## config.mk

```make
export PLATFORM = sky130hd
export DESIGN_NAME = ach_frame_handler
export DESIGN_NICKNAME = d
export VERILOG_FILES = /design/src/design/ach_frame_handler.v
export VERILOG_INCLUDE_DIRS = /design/src /design/src/design
export SDC_FILE = /design/constraint.sdc
export NUM_CORES = 2
export LEC_CHECK = 0
export BUFFER_PORTS_ARGS = -buffer_cell sky130_fd_sc_hd__clkbuf_2
export CAP_MARGIN = 20
export CORE_UTILIZATION = 30
export CTS_CLUSTER_DIAMETER = 150
export DETAILED_ROUTE_END_ITERATION = 10
export PLACE_DENSITY = 0.41
export SLEW_MARGIN = 20
export SYNTH_ARGS = -nofsm -noshare
export SYNTH_HDL_FRONTEND = slang
export SYNTH_SLANG_ARGS = --single-unit
```

## constraint.sdc

```tcl
create_clock -name CLK_SYS -period 45.8 [get_ports CLK_SYS]
set_clock_uncertainty 0.15 [all_clocks]
set_input_delay 2.29 -clock CLK_SYS [delete_from_list [all_inputs] [get_ports CLK_SYS]]
set_output_delay 2.29 -clock CLK_SYS [all_outputs]
set_load 0.02 [all_outputs]
```

## src/design/ach_defines.vh

```
/*
  Constants of the serial API frame handler: frame bytes, field indexes,
  status codes and timing. Assumes inclusion by ach_frame_handler.v only.
*/
`ifndef ACH_DEFINES_VH
`define ACH_DEFINES_VH

// ==========================================================================
// Frame framing
`define ACH_DELIM      8'h7e
`define ACH_SUM_GOOD   8'hff
`define ACH_T_AT       8'h08
`define ACH_T_ATQ      8'h09
`define ACH_T_TX       8'h20
`define ACH_T_ATR      8'h88
`define ACH_T_ST       8'h89
`define ACH_T_RX       8'hb0

// ==========================================================================
// Field indexes inside frame data
`define ACH_I_ID       16'h0001
`define ACH_I_C1       16'h0002
`define ACH_I_C2       16'h0003
`define ACH_I_PV       16'h0004
`define ACH_I_OPT      16'h000b
`define ACH_I_PAY      16'h000c
`define ACH_MAX_PAY    16'd1500
`define ACH_OPT_CLOSE  1
`define ACH_PROTO_TCP  8'h01

// ==========================================================================
// Status codes and command names
`define ACH_ST_OK      8'h00
`define ACH_ST_RES     8'h32
`define ACH_ST_LONG    8'h74
`define ACH_ST_CLOSED  8'h83
`define ACH_AC1        8'h41
`define ACH_AC2        8'h43
`define ACH_TM1        8'h54
`define ACH_TM2        8'h4d
`define ACH_PAR_RST    8'h00

// ==========================================================================
// Timing
`define ACH_CLK_NS     20
`define ACH_TICK_NS    100000000
`define ACH_TICK_CYC   ((`ACH_TICK_NS + `ACH_CLK_NS - 1) / `ACH_CLK_NS)

`endif

```

## src/design/ach_frame_handler.v

```verilog
/*
  Serial API frame handler: parses host frames, keeps the parameter store,
  the socket table and idle timeouts, and builds response frames.
  Assumes byte streams with valid/ready on both serial directions and a
  network stack that takes payload bytes per socket and offers received data.
*/
`timescale 1ns/100ps
`default_nettype none
`include "ach_defines.vh"

module ach_frame_handler #(
  parameter NSOCK    = 7,
  parameter SW       = 3,
  parameter TICK_CYC = `ACH_TICK_CYC
) (
  // Clock and reset
  input  wire              CLK_SYS,
  input  wire              RST,
  // Serial bytes from the host
  input  wire              SER_RX_VALID,
  input  wire [7:0]        SER_RX_DATA,
  output wire              SER_RX_READY,
  // Serial bytes to the host
  output wire              SER_TX_VALID,
  output wire [7:0]        SER_TX_DATA,
  input  wire              SER_TX_READY,
  // Payload to the network
  output wire              NET_TX_VALID,
  output wire [7:0]        NET_TX_DATA,
  output wire              NET_TX_LAST,
  output wire [SW-1:0]     NET_TX_SOCK,
  input  wire              NET_TX_READY,
  output wire              NET_TX_DONE,
  output wire              NET_TX_OK,
  // Socket control
  output wire [NSOCK-1:0]  NET_OPEN,
  output wire [NSOCK-1:0]  NET_CLOSE,
  output wire [31:0]       NET_ADDR,
  output wire [15:0]       NET_DPORT,
  output wire [15:0]       NET_SPORT,
  output wire [7:0]        NET_PROTO,
  // Data from the network
  input  wire              NET_RX_VALID,
  input  wire [7:0]        NET_RX_DATA,
  input  wire              NET_RX_LAST,
  input  wire [SW-1:0]     NET_RX_SOCK,
  input  wire [15:0]       NET_RX_LEN,
  output wire              NET_RX_READY,
  // Status
  output wire [7:0]        CONN_TIMEOUT,
  output wire              SUM_ERR
);

  localparam P_SYNC = 3'h0, P_L1 = 3'h1, P_L2 = 3'h2, P_DAT = 3'h3, P_RES = 3'h4, P_SUM = 3'h5;
  localparam O_IDLE = 2'h0, O_HDR = 2'h1, O_PAY = 2'h2, O_SUM = 2'h3;
  localparam K_AT = 2'h0, K_ST = 2'h1, K_RX = 2'h2;

  function [3:0] pidx;
    input [7:0] a;
    input [7:0] b;
    pidx = {a[1:0], b[1:0]};
  endfunction

  // ========================================================================
  // Parser state
  reg  [2:0]   ps_r;
  reg  [15:0]  len_r, idx_r, dport_r, sport_r;
  reg  [7:0]   sum_r, typ_r, fid_r, c1_r, c2_r, pv_r, proto_r, opt_r, err_r;
  reg  [31:0]  addr_r;
  reg  [SW-1:0] sock_r;
  reg          rdone_r, serr_r;
  reg          at_pend_r, at_hv_r, st_pend_r;
  reg  [7:0]   at_id_r, at_c1_r, at_c2_r, at_val_r, st_id_r, st_code_r;
  reg  [7:0]   act_r [0:15];
  reg  [7:0]   pend_r [0:15];
  reg  [15:0]  pvb_r;
  reg          nv_r, nl_r, done_r, dok_r;
  reg  [7:0]   nd_r;
  // Socket table
  reg  [NSOCK-1:0] sk_v_r, open_r, close_r;
  reg  [31:0]  sk_a_r [0:NSOCK-1];
  reg  [15:0]  sk_dp_r [0:NSOCK-1];
  reg  [15:0]  sk_sp_r [0:NSOCK-1];
  reg  [7:0]   sk_pr_r [0:NSOCK-1];
  reg  [7:0]   idle_r [0:NSOCK-1];
  reg  [31:0]  tk_r;
  // Emitter and output buffer
  reg  [1:0]   os_r, kind_r, fc_r;
  reg  [3:0]   oi_r;
  reg  [7:0]   osum_r;
  reg  [SW-1:0] rxs_r;
  reg  [15:0]  rxl_r;
  reg  [7:0]   fm_r [0:1];
  reg          fw_r, fr_r;

  wire [15:0] pay_n   = idx_r - `ACH_I_PAY;
  wire        is_tx   = typ_r == `ACH_T_TX;
  wire        pay_sel = ps_r == P_DAT && is_tx && rdone_r && idx_r >= `ACH_I_PAY;
  wire        fwd_sel = pay_sel && err_r == `ACH_ST_OK && pay_n < `ACH_MAX_PAY;
  wire        resp_busy = at_pend_r | st_pend_r | nv_r;
  reg         rx_rdy;
  always @* begin
    case (ps_r)
      P_RES:   rx_rdy = 1'b0;
      P_SUM:   rx_rdy = !resp_busy;
      default: rx_rdy = fwd_sel ? (!nv_r || NET_TX_READY) : 1'b1;
    endcase
  end
  wire take     = SER_RX_VALID & rx_rdy;
  wire sum_ok   = (sum_r + SER_RX_DATA) == `ACH_SUM_GOOD;
  wire sum_take = take && ps_r == P_SUM;
  wire is_at    = typ_r == `ACH_T_AT || typ_r == `ACH_T_ATQ;
  wire [3:0] pi = pidx(c1_r, c2_r);
  wire has_p    = len_r > `ACH_I_PV;
  wire is_ac    = c1_r == `ACH_AC1 && c2_r == `ACH_AC2;
  wire at_do    = sum_take && sum_ok && is_at && len_r >= `ACH_I_PV;
  wire apply    = at_do && (typ_r == `ACH_T_AT || is_ac);
  // Protocol must be TCP; for UDP the close bit is never looked at.
  wire tcp_close = sum_take && sum_ok && is_tx && rdone_r && err_r == `ACH_ST_OK &&
                   proto_r == `ACH_PROTO_TCP && opt_r[`ACH_OPT_CLOSE];

  // ========================================================================
  // Socket lookup
  reg [SW-1:0] m_i, f_i;
  reg          m_hit, f_hit;
  integer s;
  integer c;
  always @* begin
    m_hit = 1'b0;
    f_hit = 1'b0;
    m_i = {SW{1'b0}};
    f_i = {SW{1'b0}};
    for (c = NSOCK - 1; c >= 0; c = c - 1) begin
      if (sk_v_r[c] && sk_a_r[c] == addr_r && sk_dp_r[c] == dport_r &&
          (sport_r == 16'h0000 || sk_sp_r[c] == sport_r)) begin
        m_hit = 1'b1;
        m_i = c[SW-1:0];
      end
      if (!sk_v_r[c]) begin
        f_hit = 1'b1;
        f_i = c[SW-1:0];
      end
    end
  end
  wire alloc = ps_r == P_RES && !m_hit && sport_r == 16'h0000 && f_hit;

  // ========================================================================
  // Emitter handshake
  wire [1:0] fc_lim = 2'h2;
  wire f_rdy = fc_r != fc_lim;
  wire f_v   = os_r == O_HDR || os_r == O_SUM || (os_r == O_PAY && NET_RX_VALID);
  reg  [7:0] hb;
  wire [7:0] f_d = os_r == O_PAY ? NET_RX_DATA : os_r == O_SUM ? (`ACH_SUM_GOOD - osum_r) : hb;
  wire f_in  = f_v & f_rdy;
  wire f_out = fc_r != 2'h0 && SER_TX_READY;
  wire fin   = os_r == O_SUM && f_in;
  wire rx_mv = os_r == O_PAY && f_in;

  // ========================================================================
  // Parser, parameter store and response latches
  integer j;
  always @(posedge CLK_SYS or posedge RST) begin
    if (RST) begin
      ps_r <= P_SYNC; len_r <= 16'h0; idx_r <= 16'h0; sum_r <= 8'h0;
      typ_r <= 8'h0; fid_r <= 8'h0; c1_r <= 8'h0; c2_r <= 8'h0; pv_r <= 8'h0;
      addr_r <= 32'h0; dport_r <= 16'h0; sport_r <= 16'h0; proto_r <= 8'h0;
      opt_r <= 8'h0; err_r <= `ACH_ST_OK; sock_r <= {SW{1'b0}}; rdone_r <= 1'b0;
      serr_r <= 1'b0; at_pend_r <= 1'b0; at_hv_r <= 1'b0; at_id_r <= 8'h0;
      at_c1_r <= 8'h0; at_c2_r <= 8'h0; at_val_r <= 8'h0; st_pend_r <= 1'b0;
      st_id_r <= 8'h0; st_code_r <= 8'h0; pvb_r <= 16'h0;
      for (j = 0; j < 16; j = j + 1) begin
        act_r[j] <= `ACH_PAR_RST;
        pend_r[j] <= `ACH_PAR_RST;
      end
    end else begin
      serr_r <= 1'b0;
      if (fin && kind_r == K_AT) at_pend_r <= 1'b0;
      if (fin && kind_r == K_ST) st_pend_r <= 1'b0;
      case (ps_r)
        P_SYNC: if (take && SER_RX_DATA == `ACH_DELIM) ps_r <= P_L1;
        P_L1: if (take) begin
          len_r[15:8] <= SER_RX_DATA;
          ps_r <= P_L2;
        end
        P_L2: if (take) begin
          len_r[7:0] <= SER_RX_DATA;
          idx_r <= 16'h0;
          sum_r <= 8'h0;
          rdone_r <= 1'b0;
          err_r <= `ACH_ST_OK;
          ps_r <= {len_r[15:8], SER_RX_DATA} == 16'h0 ? P_SUM : P_DAT;
        end
        P_DAT: if (take) begin
          sum_r <= sum_r + SER_RX_DATA;
          idx_r <= idx_r + 16'h1;
          // Field capture by position; name bytes ride in c1/c2.
          case (idx_r)
            16'h0: typ_r <= SER_RX_DATA;
            `ACH_I_ID: fid_r <= SER_RX_DATA;
            `ACH_I_C1: begin c1_r <= SER_RX_DATA; addr_r[31:24] <= SER_RX_DATA; end
            `ACH_I_C2: begin c2_r <= SER_RX_DATA; addr_r[23:16] <= SER_RX_DATA; end
            `ACH_I_PV: begin pv_r <= SER_RX_DATA; addr_r[15:8] <= SER_RX_DATA; end
            16'h5: addr_r[7:0] <= SER_RX_DATA;
            16'h6: dport_r[15:8] <= SER_RX_DATA;
            16'h7: dport_r[7:0] <= SER_RX_DATA;
            16'h8: sport_r[15:8] <= SER_RX_DATA;
            16'h9: sport_r[7:0] <= SER_RX_DATA;
            16'ha: proto_r <= SER_RX_DATA;
            `ACH_I_OPT: opt_r <= SER_RX_DATA;
            default: ;
          endcase
          // Bytes past the limit are dropped and the status reports it.
          if (pay_sel && err_r == `ACH_ST_OK && pay_n >= `ACH_MAX_PAY)
            err_r <= `ACH_ST_LONG;
          if (is_tx && idx_r == `ACH_I_OPT) ps_r <= P_RES;
          else if (idx_r + 16'h1 == len_r) ps_r <= P_SUM;
        end
        P_RES: begin
          rdone_r <= 1'b1;
          sock_r <= m_hit ? m_i : f_i;
          if (!m_hit && !alloc)
            err_r <= sport_r == 16'h0000 ? `ACH_ST_RES : `ACH_ST_CLOSED;
          ps_r <= idx_r == len_r ? P_SUM : P_DAT;
        end
        P_SUM: if (take) begin
          ps_r <= P_SYNC;
          serr_r <= !sum_ok;
          if (sum_ok && is_tx && rdone_r && fid_r != 8'h00) begin
            st_pend_r <= 1'b1;
            st_id_r <= fid_r;
            st_code_r <= err_r;
          end
          if (at_do) begin
            // One response frame per command with a nonzero frame ID; P_SUM holds the next checksum byte until it is sent.
            at_pend_r <= fid_r != 8'h00;
            at_id_r <= fid_r;
            at_c1_r <= c1_r;
            at_c2_r <= c2_r;
            at_hv_r <= !has_p && !is_ac;
            at_val_r <= (typ_r == `ACH_T_AT && pvb_r[pi]) ? pend_r[pi] : act_r[pi];
            if (typ_r == `ACH_T_ATQ && has_p && !is_ac) begin
              pend_r[pi] <= pv_r;
            end
          end
          if (apply) begin
            for (j = 0; j < 16; j = j + 1)
              if (pvb_r[j]) act_r[j] <= pend_r[j];
            if (typ_r == `ACH_T_AT && has_p && !is_ac) act_r[pi] <= pv_r;
          end
          if (apply) pvb_r <= 16'h0;
          else if (at_do && typ_r == `ACH_T_ATQ && has_p && !is_ac) pvb_r[pi] <= 1'b1;
        end
        default: ps_r <= P_SYNC;
      endcase
    end
  end

  // ========================================================================
  // Payload register toward the network
  always @(posedge CLK_SYS or posedge RST) begin
    if (RST) begin
      nv_r <= 1'b0; nd_r <= 8'h0; nl_r <= 1'b0; done_r <= 1'b0; dok_r <= 1'b0;
    end else begin
      if (nv_r && NET_TX_READY) nv_r <= 1'b0;
      if (take && fwd_sel) begin
        nv_r <= 1'b1;
        nd_r <= SER_RX_DATA;
        nl_r <= idx_r + 16'h1 == len_r || pay_n + 16'h1 == `ACH_MAX_PAY;
      end
      done_r <= sum_take && is_tx && rdone_r && (err_r == `ACH_ST_OK || err_r == `ACH_ST_LONG);
      dok_r <= sum_ok && err_r == `ACH_ST_OK;
    end
  end

  // ========================================================================
  // Socket table and idle timeout
  wire tick = tk_r == TICK_CYC - 1;
  always @(posedge CLK_SYS or posedge RST) begin
    if (RST) begin
      sk_v_r <= {NSOCK{1'b0}}; open_r <= {NSOCK{1'b0}}; close_r <= {NSOCK{1'b0}};
      tk_r <= 32'h0;
      for (s = 0; s < NSOCK; s = s + 1) begin
        sk_a_r[s] <= 32'h0; sk_dp_r[s] <= 16'h0; sk_sp_r[s] <= 16'h0;
        sk_pr_r[s] <= 8'h0; idle_r[s] <= 8'h0;
      end
    end else begin
      open_r <= {NSOCK{1'b0}};
      close_r <= {NSOCK{1'b0}};
      tk_r <= tick ? 32'h0 : tk_r + 32'h1;
      for (s = 0; s < NSOCK; s = s + 1) begin
        if (alloc && f_i == s[SW-1:0]) begin
          sk_v_r[s] <= 1'b1; open_r[s] <= 1'b1; idle_r[s] <= 8'h0;
          sk_a_r[s] <= addr_r; sk_dp_r[s] <= dport_r;
          sk_sp_r[s] <= sport_r; sk_pr_r[s] <= proto_r;
        end else if (sk_v_r[s]) begin
          // A zero timeout keeps sockets open until closed by request.
          if ((tcp_close && sock_r == s[SW-1:0]) ||
              (CONN_TIMEOUT != 8'h00 && idle_r[s] >= CONN_TIMEOUT)) begin
            sk_v_r[s] <= 1'b0;
            close_r[s] <= 1'b1;
          end else if ((take && fwd_sel && sock_r == s[SW-1:0]) ||
                       (rx_mv && kind_r == K_RX && rxs_r == s[SW-1:0])) idle_r[s] <= 8'h0;
          else if (tick && idle_r[s] != 8'hff) idle_r[s] <= idle_r[s] + 8'h1;
        end
      end
    end
  end

  // ========================================================================
  // Response and receive packet header bytes
  reg [3:0]  hn;
  reg [15:0] hl;
  always @* begin
    hb = 8'h00;
    case (kind_r)
      K_AT: begin hn = at_hv_r ? 4'd9 : 4'd8; hl = at_hv_r ? 16'd6 : 16'd5; end
      K_ST: begin hn = 4'd6; hl = 16'd3; end
      default: begin hn = 4'd13; hl = 16'd10 + rxl_r; end
    endcase
    case (oi_r)
      4'd0: hb = `ACH_DELIM;
      4'd1: hb = hl[15:8];
      4'd2: hb = hl[7:0];
      4'd3: hb = kind_r == K_AT ? `ACH_T_ATR : kind_r == K_ST ? `ACH_T_ST : `ACH_T_RX;
      default: ;
    endcase
    if (oi_r > 4'd3) begin
      case (kind_r)
        K_AT: case (oi_r)
          4'd4: hb = at_id_r;
          4'd5: hb = at_c1_r;
          4'd6: hb = at_c2_r;
          4'd7: hb = `ACH_ST_OK;
          default: hb = at_val_r;
        endcase
        K_ST: hb = oi_r == 4'd4 ? st_id_r : st_code_r;
        default: case (oi_r)
          4'd4: hb = sk_a_r[rxs_r][31:24];
          4'd5: hb = sk_a_r[rxs_r][23:16];
          4'd6: hb = sk_a_r[rxs_r][15:8];
          4'd7: hb = sk_a_r[rxs_r][7:0];
          4'd8: hb = sk_dp_r[rxs_r][15:8];
          4'd9: hb = sk_dp_r[rxs_r][7:0];
          4'd10: hb = sk_sp_r[rxs_r][15:8];
          4'd11: hb = sk_sp_r[rxs_r][7:0];
          default: hb = sk_pr_r[rxs_r];
        endcase
      endcase
    end
  end

  // ========================================================================
  // Emitter and two-entry output buffer
  always @(posedge CLK_SYS or posedge RST) begin
    if (RST) begin
      os_r <= O_IDLE; kind_r <= K_AT; oi_r <= 4'h0; osum_r <= 8'h0;
      rxs_r <= {SW{1'b0}}; rxl_r <= 16'h0; fw_r <= 1'b0; fr_r <= 1'b0; fc_r <= 2'h0;
      fm_r[0] <= 8'h0; fm_r[1] <= 8'h0;
    end else begin
      if (f_in) begin
        fm_r[fw_r] <= f_d;
        fw_r <= ~fw_r;
      end
      if (f_out) fr_r <= ~fr_r;
      fc_r <= fc_r + {1'b0, f_in} - {1'b0, f_out};
      case (os_r)
        O_IDLE: begin
          oi_r <= 4'h0;
          osum_r <= 8'h0;
          if (at_pend_r) begin kind_r <= K_AT; os_r <= O_HDR; end
          else if (st_pend_r) begin kind_r <= K_ST; os_r <= O_HDR; end
          else if (NET_RX_VALID) begin
            kind_r <= K_RX; rxs_r <= NET_RX_SOCK; rxl_r <= NET_RX_LEN; os_r <= O_HDR;
          end
        end
        O_HDR: if (f_in) begin
          oi_r <= oi_r + 4'h1;
          if (oi_r >= 4'd3) osum_r <= osum_r + hb;
          if (oi_r == hn - 4'd1)
            os_r <= (kind_r == K_RX && rxl_r != 16'h0) ? O_PAY : O_SUM;
        end
        O_PAY: if (f_in) begin
          osum_r <= osum_r + NET_RX_DATA;
          if (NET_RX_LAST) os_r <= O_SUM;
        end
        default: if (f_in) os_r <= O_IDLE;
      endcase
    end
  end

  assign SER_RX_READY = rx_rdy;
  assign SER_TX_VALID = fc_r != 2'h0;
  assign SER_TX_DATA  = fm_r[fr_r];
  assign NET_TX_VALID = nv_r;
  assign NET_TX_DATA  = nd_r;
  assign NET_TX_LAST  = nl_r;
  assign NET_TX_SOCK  = sock_r;
  assign NET_TX_DONE  = done_r;
  assign NET_TX_OK    = dok_r;
  assign NET_OPEN     = open_r;
  assign NET_CLOSE    = close_r;
  assign NET_ADDR     = addr_r;
  assign NET_DPORT    = dport_r;
  assign NET_SPORT    = sport_r;
  assign NET_PROTO    = proto_r;
  assign NET_RX_READY = rx_mv;
  assign CONN_TIMEOUT = act_r[pidx(`ACH_TM1, `ACH_TM2)];
  assign SUM_ERR      = serr_r;

endmodule // ach_frame_handler

`default_nettype wire

```

Word-level counts from Yosys, hierarchy flattened
Cells that the tools add are included.
W data, S select, Z words.
{ "totals": {"wordCells": 794, "in_bits": 42, "ff_bits": 1149} }
{ "classes": {"addsub": 20, "bitwise_logic": 13, "n_mux": 284, "n_reduce_logical": 223, "magnitude_cmp": 22, "n_eq_ne": 114} }
{ "op_table": {"columns": ["cell", "count"], "rows": [
  ["$mux W8", 124],
  ["$bwmux W128", 2],
  ["$eq A16 B16 Y1", 16],
  ["$eq A32 B32 Y1", 7],
  ["$mux W128", 1],
  ["$mux W16", 8],
  ["$logic_and A1 B1 Y1", 115],
  ["$bmux W16 S3", 2],
  ["$bmux W32 S3", 1],
  ["$mux W32", 3],
  ["$mux W1", 81],
  ["$mux W3", 24],
  ["$reduce_and A3 Y1", 24],
  ["$bmux W8 S4", 2],
  ["$eq A16 B3 Y1 const B", 4],
  ["$eq A16 B4 Y1 const B", 4],
  ["$pmux W16 S2", 2],
  ["$pmux W8 S4", 2],
  ["$pmux W8 S8", 1],
  ["$add A8 B1 Y8 const B", 7],
  ["$ge A8 B8 Y1", 7],
  ["$ne A8 B8 Y1 const B", 7],
  ["$logic_not A16 Y1", 3],
  ["$pmux W8 S3", 2],
  ["other kinds (82)", 227]
]} }

Depth between registers and ports, before layout
{ "logic_depth": {"word_depth": 21, "mapped_depth": 22} }

Worst setup path before layout
No wires, ideal clock.
{ "synth_timing": {"path_type": "input -> register", "from": "input SER_RX_DATA[0]", "to": "register idle_r[12] in the netlist's numbering", "n_path_buf": 2, "t_arrival_ps": 5454, "setup_slack_ps": 40116, "setup_time_ps": 80, "t_required_ps": 45570, "path_stages": 13, "cell_sequence": "ha_1 fa_1 a211oi_1 or4_1 o311ai_1 and4_1 and2_1 clkbuf_1 a311o_1 or2_1 buf_2 or4_1 a21oi_1"} }
{ "synth_between": {"elab_chain_cells": 12} }
{ "synth_rtl": {"columns": ["item", "line_no", "source"], "rows": [
  ["start: declaration", "ach_frame_handler.v:21", "input wire [7:0] SER_RX_DATA,"],
  ["$add A8 B8 Y8", "ach_frame_handler.v:110", "wire sum_ok = (sum_r + SER_RX_DATA) == `ACH_SUM_GOOD;"],
  ["$eq A8 B8 Y1 (no source line)", null, null],
  ["$logic_and A1 B1 Y1 (3 in series)", "ach_frame_handler.v:119", "wire tcp_close = sum_take && sum_ok && is_tx && rdone_r && err_r == `ACH_ST_OK &&"],
  ["$logic_and A1 B1 Y1 (no source line) (2 in series)", null, null],
  ["$logic_and A1 B1 Y1", "ach_frame_handler.v:119", null],
  ["$logic_and A1 B1 Y1", "ach_frame_handler.v:297", "if ((tcp_close && sock_r == s[SW-1:0]) ||"],
  ["$logic_or A1 B1 Y1", "ach_frame_handler.v:297", null],
  ["$ne A2 B2 Y1 (no source line)", null, null],
  ["$reduce_and A3 Y1 (no source line)", null, null],
  ["end signal: indexed assignment", "ach_frame_handler.v:284", "sk_pr_r[s] <= 8'h0; idle_r[s] <= 8'h0;"],
  ["end signal: indexed assignment", "ach_frame_handler.v:292", "sk_v_r[s] <= 1'b1; open_r[s] <= 1'b1; idle_r[s] <= 8'h0;"],
  ["end: declaration", "ach_frame_handler.v:85", "reg [7:0] idle_r [0:NSOCK-1];"]
]} }
No other way between the ends.
A chain may end at the register's enable or synchronous reset.

Final worst setup path
{ "layout_timing": {"from": "register rxs_r[1]", "to": "register osum_r[7]"} }
{ "layout_between": {"elab_chain_cells": 11, "elab_cells_between_ends": 20} }
{ "layout_rtl": {"columns": ["item", "line_no", "source"], "rows": [
  ["start: declaration", "ach_frame_handler.v:91", "reg [SW-1:0] rxs_r;"],
  ["start signal: assignment", "ach_frame_handler.v:357", "rxs_r <= {SW{1'b0}}; rxl_r <= 16'h0; fw_r <= 1'b0; fr_r <= 1'b0; fc_r <= 2'h0;"],
  ["start signal: assignment", "ach_frame_handler.v:373", "kind_r <= K_RX; rxs_r <= NET_RX_SOCK; rxl_r <= NET_RX_LEN; os_r <= O_HDR;"],
  ["$not A3 Y4 (not written as such) (*)", null, null],
  ["$bmux W8 S3 (tied with other cells)", "ach_frame_handler.v:346", "default: hb = sk_pr_r[rxs_r];"],
  ["$mux W8 (not written as such) (tied with other cells) (2 in series)", "ach_frame_handler.v:346", null],
  ["$pmux W8 S8 (*)", "ach_frame_handler.v:337", "default: case (oi_r)"],
  ["$pmux W8 S2 (*)", "ach_frame_handler.v:328", "case (kind_r)"],
  ["$mux W8 (*)", "ach_frame_handler.v:327", "if (oi_r > 4'd3) begin"],
  ["$add A8 B8 Y8 (*)", "ach_frame_handler.v:378", "if (oi_r >= 4'd3) osum_r <= osum_r + hb;"],
  ["$mux W8 (*)", "ach_frame_handler.v:378", null],
  ["$mux W8 (*)", "ach_frame_handler.v:376", "O_HDR: if (f_in) begin"],
  ["$pmux W8 S3 (*)", "ach_frame_handler.v:366", "case (os_r)"],
  ["end signal: assignment", "ach_frame_handler.v:378", null],
  ["end signal: assignment", "ach_frame_handler.v:383", "osum_r <= osum_r + NET_RX_DATA;"],
  ["end: declaration", "ach_frame_handler.v:90", "reg [7:0] osum_r;"]
]} }
Every way passes the cells marked *; elsewhere a longest branch is shown, timed or not. The select of a mux whose other input is x is not followed.

==> results_dict.tcl <==
set metrics [dict create \
    leakage_nw 32.6 \
    worst-path-max-fanout 77 \
    synth.area.mux_share_pct 18.8 \
    worstPathArrival_ns 7.67 \
    path_delay_family "compound AO/OA/AOI/OAI gates" \
    run_status "completed" \
    area_growth_syn_to_layout_pct 13.9 \
    worst_setup_path_end_kind "register" \
    holdBufCountCts 0 \
    ctsLongestPathBuffers 3 \
    fin_hold_ws_ns 0.318 \
    timing.hold.worst_path_depth 1 \
    synth_top_family_by_area "multiplexers" \
    area_enclosed_by_the_die_boundary_um2 210000 \
    fraction_of_layout_instances_using_a_drive_strength_above_1_pct 22.3 \
    worstPathRequired_ns 46.36 \
    worstSkewPairLatency_ns 0.84 \
    report.final.slew_viol_count 0 \
    r2r_cells 18 \
    min_period_ns 7.11 \
    worstHoldStart "tk_r[4]$_DFF_PP0_" \
    detail_route.drc_violations 0 \
    vias_after_detailed_routing 47550 \
    startpoint_type "register" \
    worst_slew_margin_rel_pct 19.7 \
    class_of_the_tightest_hold_or_removal_check "register to register" \
    vdd.ir_drop.worst_v 0.0000469 \
    portBuffers 162 \
    total_power_divided_by_cell_area_nw_per_um2 52.1 \
    place.gp.congestion 0.955 \
    max_freq_mhz 141 \
    post_synth_and_or_nand_nor_area_fraction_pct 12.8 \
    yosysWarnings 0 \
    rr_endpoint "osum_r[7]$_DFFE_PP0P_" \
    first_global_vias 47096 \
    syn_area_um2 62500 \
    synth-xor-area-share_pct 7.35 \
    cts.clk_slew.worst_paths_ns 0.06 \
    clock-root-buffer "clkbuf_16" \
    max_cap_violations 0 \
    postSynth.topFlopCell "dfrtp_1" \
    clock-sinks 1140 \
    chipHeight_um 459 \
    groute.usage.overall_pct 24.0 \
    core_um2 207000 \
    dieWidth_um 459 \
    initial_antenna_violation_count 11 \
    initial_core_util_pct 30.2 \
    cp_cell_sequence "buf_12 > buf_4 > mux4_2 > nor2_1 > a211o_1 > nand4_1 > or4_1 > a311oi_1 > o31ai_1 > ha_1 > a21o_1 > a21oi_1 > o21ai_0 > o41ai_1 > and2_1 > a21oi_1 > and3_1 > a211o_1" \
    complex_gate_fraction_of_the_synthesized_area_pct 9.91 \
    synth_adder_area_share_pct 2.10 \
    global_route_wire_length_before_repair_um 364000 \
    worst-slew-pin-transition_ns 1.20 \
    timing.final.setup_violations 0 \
    synth.avg_cell_area_um2 11.0 \
    timing.setup.critical_path_class "register to register" \
    cts_made_buffers 146 \
    synth.yosys.seq_area_share_pct 45.6 \
    htree_num_levels 4 \
    net_count_after_synthesis 5827 \
    dp_hpwl_um 182000 \
    hold_end "tk_r[4]$_DFF_PP0_" \
    yosysTopAreaCellShare_pct 45.6 \
    io-pin-count 163 \
    postCtsResizedCells 0 \
    drt.antenna.violating_nets 0 \
    detail_route.first_pass.iterations 5 \
    synth_seq_cells 1140 \
    slowest_delay_ns 0.72 \
    synth_top_cell_by_area "dfrtp_1" \
    hold_viol 0 \
    yosys.cell_count.top_type "dfrtp_1" \
    grt_max_degree 162 \
    cts_post_setup_buffers_inserted 0 \
    async_flop_share_pct 100 \
    netlist_instances 5681 \
    grt_remaining_overflow 0 \
    synth.top_cells.by_area "dfrtp_1 46%, mux2_2 9.6%, mux4_2 5.7%, xnor2_1 4.5%, xor2_1 2.8%" \
    min_period_over_period_pct 15.5 \
    cpMaxStageDelayCell "buf_4" \
    synth_enable_flop_cells 0 \
    drt_first_iter_violations 4237 \
    wirelength_um 255000 \
    num_rows 167 \
    tns_ns 0 \
    routedWlPerCell_um 29.5 \
    number_of_different_library_cells_in_the_post_synthesis_netlist 95 \
    crit-reg2reg-launch "rxs_r[1]$_DFFE_PP0P_" \
    routed_via_density 5.51 \
    final_net_count 5871 \
    ys_top_cells_by_count "1140 x dfrtp_1, 535 x mux2_2, 376 x nor2_1" \
    worst-r2r-setup-slack_ns 38.69 \
    cp.buffers_inverters 2 \
    grt_setup_unrepaired "no" \
    clock_tree_from_tritoncts "built" \
]
worst max path at each step:
| stage | start | to | slack, ns | cells after the start |
|---|---|---|---|---|
| after global placement | SER_RX_DATA[0] | act_r[120]$_DFFE_PP0P_ | 38.26 | 14 |
| after detailed placement | SER_RX_DATA[0] | act_r[29]$_DFFE_PP0P_ | 38.17 | 14 |
| after CTS | rxs_r[1]$_DFFE_PP0P_ | osum_r[7]$_DFFE_PP0P_ | 38.86 | 18 |
| final | rxs_r[1]$_DFFE_PP0P_ | osum_r[7]$_DFFE_PP0P_ | 38.69 | 18 |
| after floorplan | RST | CONN_TIMEOUT[0]$_DFFE_PP0P_ | 11.25 | 1 |
| after global routing | rxs_r[1]$_DFFE_PP0P_ | osum_r[7]$_DFFE_PP0P_ | 38.39 | 18 |
where the power goes:
group	switching, mW	internal [mW]
logic	0.845	0.417
clock network	0.498	0.713
registers	0.159	1.08
cells by family (layout without fill, tap and decap cells):
logic type,after synthesis,count (layout)
and+or+nand+nor,1557,1557
DFF,1140,1140
AOI/OAI and AO/OA,959,959
muxes,895,895
xor gates and xnor gates,525,525
buffers and inverters,501,661
adders and majority gates,104,104
other,0,6
metal layers:
layer  part of all wire (%)  up-vias  GRT usage, %  routed length, um
li1                       -    20778             -                  -
met1                     46    24965          33.9             117000
met2                     46     1490          37.6             116000
met3                    5.2      317          3.16              13200
met4                    3.4        0          7.95               8770
met5                      0        -             0                  0
stage by stage:
stage                     cells  power [mW]  instance area, um^2  util (%)  setup slack, ns
after CTS                  8629        3.73                71200      34.4            38.86
after global placement     8362        2.51                66200      32.0            38.26
after global routing       8630        3.86                71200      34.4            38.39
after floorplan            5681        1.97                62500         -            11.25
after detailed placement   8365        2.50                66200      32.0            38.17
final                      8635        3.71                71200      34.4            38.69
layout make-up:
class	instances	area, um^2
antenna	6	15.0
tap	2788	3490
fill	20754	136000
clock buffer	207	4200
multi-input combinational	4040	31900
sequential	1140	28600
clock inverter	57	777
inverter	110	420
timing repair buffer	287	1810
state kept, by name, summed over array words and instances (netlist names), 16 cells and up:
signal and count:
pvb_r 16, NET_ADDR 32, sk_a_r 224, idle_r 56
idx_r 16, tk_r 32, rxl_r 16, fm_r 16
sk_pr_r 56, NET_SPORT 16, pend_r 128, sk_dp_r 112
sk_sp_r 112, NET_DPORT 16, len_r 16, act_r 120
cells in the final DEF (no fill, tap or decap), types with 18 or more instances in the layout:
cell       count
dfrtp_1     1125
mux2_2       535
nor2_1       375
nand2_1      332
xnor2_1      322
a21oi_1      291
xor2_1       203
clkbuf_2     162
mux4_2       157
o21ai_0      153
nand4_1      151
clkbuf_16    146
o22ai_1      136
buf_4        117
mux2_1       115
inv_1        109
nor4_1       108
ha_1         102
nand3_1       89
and2_1        89
mux2i_1       88
nor2b_1       77
nand2b_1      66
nor3_1        60
a211oi_1      58
and3_1        39
a2bb2oi_1     38
clkbuf_8      32
or4_1         31
o31ai_1       31
or3_1         31
clkbuf_1      29
a21o_1        27
a31oi_1       22
o21a_1        21
clkinv_2      21
nand3b_1      18
Note: power is estimated with default switching activity, not from simulation.
